### src/core/hub_cfg_pkg.sv
// Package: offsets, field positions and reset values of the hub release/power bytes
package hub_cfg_pkg;

   // ------------------------------------------------------------
   // Register offsets in the configuration byte space
   // ------------------------------------------------------------
   localparam logic [7:0] OFS_RELEASE_NUMBER_LOW = 8'h04;
   localparam logic [7:0] OFS_RELEASE_NUMBER_HIGH = 8'h05;
   localparam logic [7:0] OFS_HUB_CONFIG_FIRST = 8'h06;

   // ------------------------------------------------------------
   // Field positions inside the first configuration byte
   // ------------------------------------------------------------
   localparam int BIT_POWER_SOURCE_SELECT = 7;
   localparam int BIT_RESERVED_6 = 6;
   localparam int BIT_HIGH_SPEED_INHIBIT = 5;
   // Bits that hold storage; the reserved bit is left out
   localparam logic [7:0] HUB_CONFIG_FIRST_MASK = 8'hbf;

   // ------------------------------------------------------------
   // Values after reset (load path default of the OEM byte space)
   // ------------------------------------------------------------
   localparam logic [7:0] RST_RELEASE_NUMBER_LOW = 8'h00;
   localparam logic [7:0] RST_RELEASE_NUMBER_HIGH = 8'h00;
   localparam logic [7:0] RST_HUB_CONFIG_FIRST = 8'h00;
   localparam logic [7:0] UNMAPPED_READ_VALUE = 8'h00;

   // Power source encodings of the select bit
   localparam logic POWER_BUS = 1'b0;
   localparam logic POWER_SELF = 1'b1;

   // Number of downstream ports
   localparam int NUM_DOWNSTREAM_PORTS = 7;

endpackage : hub_cfg_pkg

### src/core/power_source_resolve.sv
// Power source decision: configuration bit or local power-sense pin
`timescale 1ns/10ps

module power_source_resolve
   import hub_cfg_pkg::*;
(
   input wire logic i_power_source_select,
   input wire logic i_dynamic_power_enable,
   input wire logic i_local_power_sense,
   input wire logic i_high_speed_inhibit,
   output logic o_self_powered,
   output logic o_high_speed_allowed
);

   // ------------------------------------------------------------
   // Source selection
   // ------------------------------------------------------------
   // With dynamic switching the stored bit is ignored, so a stale OEM
   // value can never fight the real supply seen on the sense pin
   always_comb
   begin
      if (i_dynamic_power_enable)
      begin
         o_self_powered = i_local_power_sense;
      end
      else
      begin
         o_self_powered = i_power_source_select;
      end
      o_high_speed_allowed = ~i_high_speed_inhibit;
   end

endmodule : power_source_resolve

### src/core/hub_release_and_power_config.sv
// Release number and first configuration byte of the hub OEM register bank
// ------------------------------------------------------------
// How it works
// - Release number low byte lives in bits 7:0 at offset 04h.
// - Release number high byte lives in bits 7:0 at offset 05h.
// - Both bytes form one 16-bit BCD release number, reported unchanged.
// - Config bit 7 picks power source: 0 bus-powered, 1 self-powered.
// - With dynamic power switching, the local power-sense pin decides instead.
// - When self-powered, every downstream port is made available.
// - Config bit 5 set forbids high-speed attach; hub attaches full-speed only.
// ------------------------------------------------------------
`timescale 1ns/10ps

module hub_release_and_power_config
   import hub_cfg_pkg::*;
#(
   parameter int PORTS = NUM_DOWNSTREAM_PORTS
)
(
   input wire logic i_clk_sys,
   input wire logic i_sys_rst,
   input wire logic i_clk_en,
   // Byte access from the EEPROM loader or the SMBus slave
   input wire logic [7:0] i_cfg_addr,
   input wire logic [7:0] i_cfg_wdata,
   input wire logic i_cfg_wr,
   input wire logic i_cfg_rd,
   output logic [7:0] o_cfg_rdata,
   output logic o_cfg_rvalid,
   // Hub core side
   input wire logic i_dynamic_power_enable,
   input wire logic i_local_power_sense,
   input wire logic [PORTS-1:0] i_bus_port_allow,
   output logic [15:0] o_release_number,
   output logic o_self_powered,
   output logic o_high_speed_inhibit,
   output logic o_high_speed_allowed,
   output logic [PORTS-1:0] o_ports_available
);

   // ------------------------------------------------------------
   // State
   // ------------------------------------------------------------
   typedef struct packed {
      logic [7:0] release_number_low;
      logic [7:0] release_number_high;
      logic [7:0] hub_config_first;
      logic [7:0] rdata;
      logic rvalid;
      logic [15:0] release_number;
      logic self_powered;
      logic hs_inhibit;
      logic hs_allowed;
      logic [PORTS-1:0] ports_available;
   } cfg_state_t;

   cfg_state_t st;
   cfg_state_t next_st;
   logic resolved_self;
   logic resolved_hs_allowed;
   logic [PORTS-1:0] port_next;

   // ------------------------------------------------------------
   // Power source and speed decode
   // ------------------------------------------------------------
   power_source_resolve u_resolve (
      .i_power_source_select(st.hub_config_first[BIT_POWER_SOURCE_SELECT]),
      .i_dynamic_power_enable(i_dynamic_power_enable),
      .i_local_power_sense(i_local_power_sense),
      .i_high_speed_inhibit(st.hub_config_first[BIT_HIGH_SPEED_INHIBIT]),
      .o_self_powered(resolved_self),
      .o_high_speed_allowed(resolved_hs_allowed)
   );

   // Per-port availability: self power opens every port
   genvar gp;
   generate
      for (gp = 0; gp < PORTS; gp++)
      begin : g_port
         assign port_next[gp] = resolved_self | i_bus_port_allow[gp];
      end
   endgenerate

   // ------------------------------------------------------------
   // Next state
   // ------------------------------------------------------------
   // A read in the same cycle as a write returns the old byte; the
   // loader never mixes both on one byte, so no bypass is spent on it
   always_comb
   begin
      next_st = st;
      next_st.rvalid = 1'b0;
      if (i_cfg_wr)
      begin
         case (i_cfg_addr)
            OFS_RELEASE_NUMBER_LOW: next_st.release_number_low = i_cfg_wdata;
            OFS_RELEASE_NUMBER_HIGH: next_st.release_number_high = i_cfg_wdata;
            OFS_HUB_CONFIG_FIRST:
               next_st.hub_config_first = i_cfg_wdata & HUB_CONFIG_FIRST_MASK;
            default: next_st.hub_config_first = st.hub_config_first;
         endcase
      end
      if (i_cfg_rd)
      begin
         next_st.rvalid = 1'b1;
         case (i_cfg_addr)
            OFS_RELEASE_NUMBER_LOW: next_st.rdata = st.release_number_low;
            OFS_RELEASE_NUMBER_HIGH: next_st.rdata = st.release_number_high;
            OFS_HUB_CONFIG_FIRST: next_st.rdata = st.hub_config_first;
            default: next_st.rdata = UNMAPPED_READ_VALUE;
         endcase
      end
      // BCD value passes through untouched, no digit checking
      next_st.release_number = {st.release_number_high, st.release_number_low};
      next_st.self_powered = resolved_self;
      next_st.hs_inhibit = st.hub_config_first[BIT_HIGH_SPEED_INHIBIT];
      next_st.hs_allowed = resolved_hs_allowed;
      next_st.ports_available = port_next;
   end

   // ------------------------------------------------------------
   // Registers; clock enable low freezes everything but reset
   // ------------------------------------------------------------
   always_ff @(posedge i_clk_sys)
   begin
      if (i_sys_rst)
      begin
         st <= '0;
         st.release_number_low <= RST_RELEASE_NUMBER_LOW;
         st.release_number_high <= RST_RELEASE_NUMBER_HIGH;
         st.hub_config_first <= RST_HUB_CONFIG_FIRST;
         st.rdata <= UNMAPPED_READ_VALUE;
         st.hs_allowed <= 1'b1;
      end
      else if (i_clk_en)
      begin
         st <= next_st;
      end
   end

   // Outputs come straight from the state flops
   assign o_cfg_rdata = st.rdata;
   assign o_cfg_rvalid = st.rvalid;
   assign o_release_number = st.release_number;
   assign o_self_powered = st.self_powered;
   assign o_high_speed_inhibit = st.hs_inhibit;
   assign o_high_speed_allowed = st.hs_allowed;
   assign o_ports_available = st.ports_available;
endmodule : hub_release_and_power_config

### config.mk
export PLATFORM = sky130hd
export DESIGN_NAME = hub_release_and_power_config
export DESIGN_NICKNAME = d
export VERILOG_FILES = /design/src/core/hub_cfg_pkg.sv /design/src/core/power_source_resolve.sv /design/src/core/hub_release_and_power_config.sv
export SDC_FILE = /design/constraint.sdc
export NUM_CORES = 1
export LEC_CHECK = 0
export BUFFER_PORTS_ARGS = -buffer_cell sky130_fd_sc_hd__buf_4
export CORE_MARGIN = 2
export CORE_UTILIZATION = 47
export CTS_CLUSTER_SIZE = 20
export DETAILED_ROUTE_END_ITERATION = 7
export HOLD_SLACK_MARGIN = 0.1
export PLACE_DENSITY = 0.75
export REMOVE_ABC_BUFFERS = 1
export SLEW_MARGIN = 20
export SYNTH_ARGS = -nofsm -noshare
export SYNTH_HDL_FRONTEND = slang
export SYNTH_HIERARCHICAL = 1
export SYNTH_SLANG_ARGS = --single-unit
### constraint.sdc
create_clock -name i_clk_sys -period 1.1 [get_ports i_clk_sys]
set_input_delay 0.11 -clock i_clk_sys [delete_from_list [all_inputs] [get_ports i_clk_sys]]
set_output_delay 0.11 -clock i_clk_sys [all_outputs]
set_load 0.03 [all_outputs]
==> results.yml, run 1 <==
logic_synthesis:
  ys_warn_count: 6
  ys_ff_latch: 58
  ys_top_cells_by_count: "dfxtp_1 (58), mux2i_1 (41), nand2b_1 (33)"
  yosys-top-cells-area: "dfxtp_1 (44%), mux2i_1 (16%), buf_4 (9.2%), nand2b_1 (7.9%), nor2_1 (3.6%)"
  yosysTopAreaCell: "dfxtp_1"
  synth.top_cell.area_share_pct: 44.4
  yosysMostFrequentCell: "dfxtp_1"
  synth_edf_count: 0
  yosys.cell_types.count: 26
  synth_seq_area_share_pct: 44.4
  async_flop_share_pct: 0
  syn_area_per_cell_um2: 10.1
  syn_area_um2: 2610
  synthCells: 258
  ys.flop_type: "dfxtp_1"
timing:
  hold_viol: 0
  clock_skew_ns: 0.00512
  tns_ns: 0
  fin_crit_ns: 1.08
  fmax_mhz: 926
  finalCritPeriodShare_pct: 98.2
  setup_viol: 0
  worst_pin_slew_ns: 0.613
  slew_violations: 0
  rsz0062_at_grt: "true"
  slew_headroom_pct: 59.0
floorplan:
  die_area_um2: 6170
  die_h_um: 78.6
  io_pins: 65
  die_w_um: 78.6
  start_util_pct: 48.1
  core_area_um2: 5440
  rows: 27
pwr:
  p_int_uw: 3360
  seqPwrFrac_pct: 48.7
  total_power_uw: 4400
  peakVddDrop_v: 0.000862
  power_density_nw_per_um2: 1290
  p_switching_uw: 1040
  clockPowerShare_pct: 41.0
  switching_share_pct: 23.6
  pwr-share-comb_pct: 10.2
  p_leak_uw: 0.00157
route:
  via_count: 2001
  finalWirelength_mm: 5.77
  drc: 0
  drtAntennaViolNets: 0
  wl_per_cell_um: 14.5
  drt_iter0_markers: 99
  vias_per_cell: 5.04
  dr.pass1.iters: 4
worst_hold_path:
  min_path_cells: 3
  hold_class: "input port to flop"
cells_and_area:
  area.growth.synth_to_final_pct: 30.8
  instances_no_fill: 397
  n_antenna_cell: 0
  final.fill_count: 448
  drive_above_1_share_pct: 38.5
  design_area_um2: 3420
  nets: 352
  fin_util_pct: 62.8
placed_design:
  hpwlAfterDp_mm: 3.76
  dp_cells: 368
  gp_congestion: 0.820
  dpl_cell_area_um2: 3050
  io_buffer_count: 64
clock_tree:
  clk_pin_slew_ns: 0.06
  tritoncts: "built"
  cts_root_buffer: "clkbuf_8"
  ctsLongestPathBuffers: 2
  h-tree-depth: 3
  insertion_delay_ns: 0.33
  numCtsBuffers: 9
  clock_sinks: 58
outcome:
  status: "finished, final reports clean"
worst_setup_path:
  worst_path_largest_cell_delay_ns: 0.32
  start_kind: "flop"
  path_cells: "mux2_2 -> a222oi_1 -> a211oi_1"
  cp_slowest_cell: "dfxtp_2"
  cp_max_fo: 2
  r2r_cells: 3
  rrSetupSlack_ns: 0.02
  critical_path_class: "flop to flop"
  worstPathRequired_ns: 1.30
  crit_path_end_kind: "flop"
  crit_arrival_ns: 1.28
job:
  maxCapViolCount: 0
global_routing:
  grtUsageTotal_pct: 18.8
  grt_antenna_before_repair: 0
  grt_pass1_vias: 1899
  grt_pass1_wl_mm: 9.01
  grt_overflow: 0
  grt_max_degree: 57
==> critical path: cells and delay by family, from the launching register on <==
family / cells / cell delay (ns)
compound gates: 2 / 0.37
flops: 1 / 0.32
mux: 1 / 0.26
==> logic make-up after synthesis <==
logic type / Yosys count / share of synthesized area [%]
and+or+nand+nor: 80 / 17.3
AOI/OAI and AO/OA: 24 / 7.08
buffers and inverters: 46 / 11.4
muxes: 50 / 19.7
DFF: 58 / 44.4
==> cell usage in the layout (no fill, tap or decap), types with 2 or more instances in the layout <==
master | synthesis | routed
buf_12 | 0 | 2
mux2_2 | 8 | 8
o22ai_2 | 0 | 6
mux2i_1 | 41 | 41
nand3_2 | 2 | 2
nand2b_1 | 33 | 32
dfxtp_2 | 0 | 6
nor2_1 | 25 | 25
a222oi_1 | 7 | 7
clkbuf_8 | 0 | 9
clkinv_2 | 0 | 3
inv_1 | 2 | 2
buf_4 | 32 | 84
a21oi_1 | 2 | 2
nor2b_1 | 3 | 3
nand2_1 | 10 | 10
dlygate4sd3_1 | 0 | 11
dfxtp_1 | 58 | 52
a211oi_1 | 7 | 7
==> through the flow <==
stage | setup slack, ns | hold slack, ns
after floorplan | -0.108 | 0.179
after global placement | -0.159 | 0.358
after detailed placement | -0.221 | 0.360
after CTS | -0.00711 | 0.100
after global routing | -0.0367 | 0.115
final | 0.0199 | 0.118
==> final timing paths <==
path / startpoint / to
max: st[37]$_SDFFE_PP0P_ / o_cfg_rdata[2]$_SDFFE_PP0P_
min: i_cfg_wdata[5] / next_st[23]$_SDFFE_PP0P_
max reg2reg: st[37]$_SDFFE_PP0P_ / o_cfg_rdata[2]$_SDFFE_PP0P_
min reg2reg: st[39]$_SDFFE_PP0P_ / st[39]$_SDFFE_PP0P_
==> power by group through the flow <==
stage | registers, uW | logic, uW | clock network (uW)
after floorplan | 2230 | 112 | 0
after global placement | 2180 | 390 | 0
after detailed placement | 2180 | 394 | 0
after CTS | 2140 | 431 | 1850
after global routing | 2140 | 477 | 1950
final | 2140 | 450 | 1800
==> sequential cells by signal, summed over array words and instances, names as in the netlist <==
name	cells
next_st	17
o_cfg_rdata	8
o_cfg_rvalid	1
o_high_speed_allowed	1
o_high_speed_inhibit	1
o_ports_available	7
o_release_number	16
o_self_powered	1
st	6
==> layer usage <==
layer	up-vias	part of all wire (%)	track usage, %
met4	0	1.6	9.30
met1	936	45	23.7
met5	-	0	0
met2	60	47	29.8
met3	13	5.8	4.83
li1	992	-	-
==> layout make-up <==
| class | count | area, um2 | area share, % |
|---|---|---|---|
| Inverter | 2 | 7.51 | 0.220 |
| Tap cell | 72 | 90.1 | 2.64 |
| Clock buffer | 10 | 128 | 3.73 |
| Sequential cell | 58 | 1170 | 34.2 |
| Timing Repair Buffer | 97 | 781 | 22.8 |
| Clock inverter | 4 | 45.0 | 1.32 |
| Multi-Input combinational cell | 154 | 1200 | 35.1 |
==> what timing repair did <==
item,4_1_cts,5_1_grt
endpoints found under the setup margin,8,11
buffers inserted,2,2
hold endpoints to repair,13,0
resized for setup,4,10
hold buffers,11,0
pin swaps,2,3
(Power assumes the default switching activity.)
==> inputs of run 2 (changes only) <==
Settings changed: CORE_ASPECT_RATIO from default to 1.2.
==> run 2 against run 1 <==
The run now ends with setup timing left. Die area about the same. Non-clock buffer count unchanged. Hold slack got worse by 0.017 ns. Total power increased by 2.8%. Largest power group unchanged. Wire length increased by 4.8%. Critical path type unchanged. Maximum frequency decreased by 3.0%.
==> results.yml, run 2 (synthesized netlist as in run 1, its figures left out) <==
clock_tree:
  clk_pin_slew_ns: 0.07
  tritoncts: "built"
  numCtsBuffers: 9
  clock_sinks: 58
  h-tree-depth: 3
  insertion_delay_ns: 0.34
  ctsLongestPathBuffers: 2
  cts_root_buffer: "clkbuf_8"
floorplan:
  rows: 29
  io_pins: 65
  die_w_um: 72.1
  start_util_pct: 49.0
  core_area_um2: 5330
  die_h_um: 85.7
  die_area_um2: 6180
worst_setup_path:
  path_cells: "mux2_4 -> a222oi_1 -> a211oi_1"
  worstPathRequired_ns: 1.32
  crit_path_end_kind: "flop"
  critical_path_class: "flop to flop"
  crit_arrival_ns: 1.33
  cp_num_buf_inv: 0
  start_kind: "flop"
  worst_path_largest_cell_delay_ns: 0.34
  cp_max_fo: 3
  cp_slowest_cell: "dfxtp_2"
  path_delay_family: "compound AO/OA/AOI/OAI gates"
pwr:
  power_density_nw_per_um2: 1310
  clockPowerShare_pct: 42.4
  p_switching_uw: 1120
  p_leak_uw: 0.00158
  switching_share_pct: 24.9
  peakVddDrop_v: 0.000845
  seqPwrFrac_pct: 47.4
  pwr-share-comb_pct: 10.1
  p_int_uw: 3390
route:
  dr.pass1.iters: 5
  wl_per_cell_um: 15.5
  drc: 0
  drt_iter0_markers: 136
  vias_per_cell: 5.21
  drtAntennaViolNets: 0
  finalWirelength_mm: 6.04
  via_count: 2026
placed_design:
  hpwlAfterDp_mm: 3.94
  dp_cells: 362
  io_buffer_count: 64
  gp_congestion: 0.772
  dpl_cell_area_um2: 3060
cells_and_area:
  area.growth.synth_to_final_pct: 31.6
  instances_no_fill: 389
  n_antenna_cell: 0
  design_area_um2: 3440
  fin_util_pct: 64.5
  mostFrequentLayoutCells: "buf_4 (86), dfxtp_1 (49), mux2i_1 (41), nand2b_1 (32), nor2_1 (25)"
  final.fill_count: 420
  largest_reg_flops: 17
  drive_above_1_share_pct: 40.7
  nets: 352
  final_common_cell: "buf_4"
worst_hold_path:
  hold_class: "input port to flop"
global_routing:
  grt_pass1_vias: 1971
  grtUsageTotal_pct: 19.6
  grt_overflow: 0
  grt_pass1_wl_mm: 9.33
  grt_antenna_before_repair: 0
  grt_max_degree: 54
timing:
  hold_viol: 0
  finalCritPeriodShare_pct: 101
  worst_pin_slew_ns: 0.547
  slew_violations: 0
  rsz0062_at_grt: "true"
  fmax_mhz: 898
  post-route-worst-setup-slack_ns: -0.0131
  fin_crit_ns: 1.11
  slew_headroom_pct: 63.5
  setup_viol: 3
  finalHoldWorstSlack_ns: 0.101
  clock_skew_ns: 0.00692
job:
  maxCapViolCount: 0
outcome:
  violations: "setup timing"
  status: "finished with violations"
run 2: worst register-to-register path, stage by stage, from the launching register on:
cell	delay (ns)
dfxtp_2	0.34
mux2_4	0.26
a222oi_1	0.32
a211oi_1	0.08
run 2: layout make-up:
cell class	instances	area, um2	area share (%)
multi-input combinational	154	1220	35.6
sequential	58	1170	34.1
timing repair buffer	97	766	22.3
clock buffer	9	124	3.60
tap	62	77.6	2.26
clock inverter	7	68.8	2.00
inverter	2	7.51	0.218
run 2: routing by layer:
layer	wire length, um	track usage [%]	up-vias
met5	0	0	-
met4	85	7.20	0
met3	321	5.99	8
met2	3070	33.4	61
met1	2560	22.9	968
li1	-	-	989
run 2: per-stage QoR:
step	setup TNS [ns]	worst slack (ns)	power, uW
5_1_grt	-0.398	-0.0698	4680
2_1_floorplan	-0.755	-0.108	2350
3_3_place_gp	-3.27	-0.118	2580
3_5_place_dp	-4.25	-0.186	2590
4_1_cts	-0.00949	-0.00949	4530
6_report	-0.0181	-0.0131	4520
run 2: final timing paths:
check / from / end / slack [ns] / cells past startpoint
max reg2reg: st[42]$_SDFFE_PP0P_ / o_cfg_rdata[7]$_SDFFE_PP0P_ / -0.01 / 3
max: st[42]$_SDFFE_PP0P_ / o_cfg_rdata[7]$_SDFFE_PP0P_ / -0.01 / 3
min reg2reg: o_cfg_rdata[6]$_SDFFE_PP0P_ / o_cfg_rdata[6]$_SDFFE_PP0P_ / 0.46 / 2
min: i_cfg_wdata[1] / next_st[19]$_SDFFE_PP0P_ / 0.10 / 3
run 2: power by group through the flow:
stage          Combinational (uW)  Clock (uW)  Sequential [uW]
5_1_grt                       489        2040             2140
3_5_place_dp                  401           0             2190
2_1_floorplan                 112           0             2230
6_report                      458        1920             2140
4_1_cts                       434        1960             2140
3_3_place_gp                  399           0             2180
run 2: repair_timing:
action	in CTS	in global routing
hold buffers	10	0
buffers inserted	1	0
endpoints found under the hold margin	13	0
pin swaps	2	10
setup endpoints to repair	8	13
resized for setup	3	20
==> inputs of run 3 (changes only) <==
Settings changed: CELL_PAD_IN_SITES_DETAIL_PLACEMENT from default to 1, CELL_PAD_IN_SITES_GLOBAL_PLACEMENT from default to 1, CORE_UTILIZATION 47 to 36, PLACE_DENSITY 0.75 to default, PLACE_DENSITY_LB_ADDON from default to 0.1.
==> run 3 against run 2 <==
Sequential power barely moved. Largest cell class unchanged. Wire length increased by 6.5%. Critical path depth unchanged. The run still ends with setup timing left.
==> results.yml, run 3 (synthesized netlist as in run 1, its figures left out) <==
timing:
  post-route-worst-setup-slack_ns: -0.00790
  fin_crit_ns: 1.11
  finalCritPeriodShare_pct: 101
  rsz0062_at_grt: "true"
  slew_headroom_pct: 62.7
  slew_violations: 0
  tns_ns: -0.00925
  hold_viol: 0
  setup_viol: 2
  fmax_mhz: 903
  clock_skew_ns: 0.00740
  worst_pin_slew_ns: 0.559
clock_tree:
  h-tree-depth: 3
  tritoncts: "built"
  insertion_delay_ns: 0.33
  numCtsBuffers: 9
  clock_sinks: 58
  clk_pin_slew_ns: 0.07
  ctsLongestPathBuffers: 2
  cts_root_buffer: "clkbuf_8"
cells_and_area:
  n_antenna_cell: 0
  fin_util_pct: 50.6
  area.growth.synth_to_final_pct: 38.4
  multiInputGateArea_um2: 1220
  nets: 364
  regArea_um2: 1170
  drive_above_1_share_pct: 41.3
  largest_reg_flops: 17
  final.fill_count: 791
  final_common_cell: "buf_4"
  instances_no_fill: 429
  mostFrequentLayoutCells: "buf_4 (94), dfxtp_1 (49), mux2i_1 (41), nand2b_1 (32), nor2_1 (25)"
worst_setup_path:
  cp_num_buf_inv: 0
  cp_max_fo: 2
  critical_path_class: "flop to flop"
  worstPathRequired_ns: 1.30
  crit_arrival_ns: 1.31
  worst_path_largest_cell_delay_ns: 0.33
  cp_slowest_cell: "dfxtp_2"
  crit_path_end_kind: "flop"
  start_kind: "flop"
  path_delay_family: "compound AO/OA/AOI/OAI gates"
  path_cells: "mux2_4 -> a222oi_1 -> a211oi_1"
floorplan:
  die_area_um2: 7960
  rows: 34
  die_h_um: 97.3
  die_w_um: 81.8
  io_pins: 65
  start_util_pct: 36.6
  core_area_um2: 7150
pwr:
  peakVddDrop_v: 0.000837
  p_leak_uw: 0.00166
  power_density_nw_per_um2: 1340
route:
  drc: 0
  vias_per_cell: 4.78
  wl_per_cell_um: 15.0
  drt_iter0_markers: 59
  finalWirelength_mm: 6.43
  via_count: 2049
  drtAntennaViolNets: 0
  dr.pass1.iters: 4
worst_hold_path:
  hold_class: "input port to flop"
global_routing:
  grt_pass1_vias: 2124
  grtUsageTotal_pct: 16.8
  grt_overflow: 0
  grt_antenna_before_repair: 0
  grt_pass1_wl_mm: 10.1
  grt_max_degree: 54
placed_design:
  dp_cells: 398
  hpwlAfterDp_mm: 4.48
  gp_congestion: 0.731
  io_buffer_count: 64
job:
  maxCapViolCount: 0
outcome:
  status: "finished with violations"
  violations: "setup timing"
run 3: metal layers:
metal  GRT usage (%)  vias up  wire, um
met2            28.0       43      3310
li1                -     1020         -
met4            7.31        0        73
met1            20.5      981      2800
met3            3.35        5       255
met5               0        -         0
run 3: path summary, 6_finish.rpt:
path,depth (start not counted),startpoint,slack [ns],end
max,3,next_st[15]$_SDFFE_PP0P_,-0.008,o_cfg_rdata[5]$_SDFFE_PP0P_
min,3,i_cfg_wdata[7],0.12,st[42]$_SDFFE_PP0P_
max reg2reg,3,next_st[15]$_SDFFE_PP0P_,-0.008,o_cfg_rdata[5]$_SDFFE_PP0P_
min reg2reg,2,o_cfg_rdata[6]$_SDFFE_PP0P_,0.46,o_cfg_rdata[6]$_SDFFE_PP0P_
run 3: metrics by stage:
step                power (uW)  worst slack (ns)  cell area, um2  hold WS [ns]
global route              5050           -0.0853            3620         0.131
finish                    4840          -0.00790            3620         0.118
floorplan                 2350            -0.108            2320         0.179
CTS                       4890           -0.0136            3540         0.101
detailed placement        2610            -0.208            3170         0.369
global placement          2610            -0.174            3170         0.354
run 3: final cells by class:
class | instances | area share, %
clock buffers | 12 | 4.29
clock inverters | 4 | 2.04
inverters | 2 | 0.207
multi-input cells | 154 | 33.7
flip-flops and latches | 58 | 32.4
well taps | 90 | 3.11
repair buffers | 109 | 24.2
run 3: timing repair:
item	4_1_cts	5_1_grt
setup endpoints to repair	8	12
resized for setup	4	19
pin swaps	2	11
endpoints found under the hold margin	18	0
buffers inserted	1	1
hold buffers	13	0
cloned	0	0
run 3: worst min-delay path, cell delays in order:
cell      delay, ns
buf_4          0.08
nand2b_1       0.08
mux2i_1        0.13
run 3: report_power, final:
part	leakage (uW)	internal, uW	switching, uW
Combinational	0.00107	251	231
Sequential	0.000474	2130	15.6
Clock	0.000117	1400	813
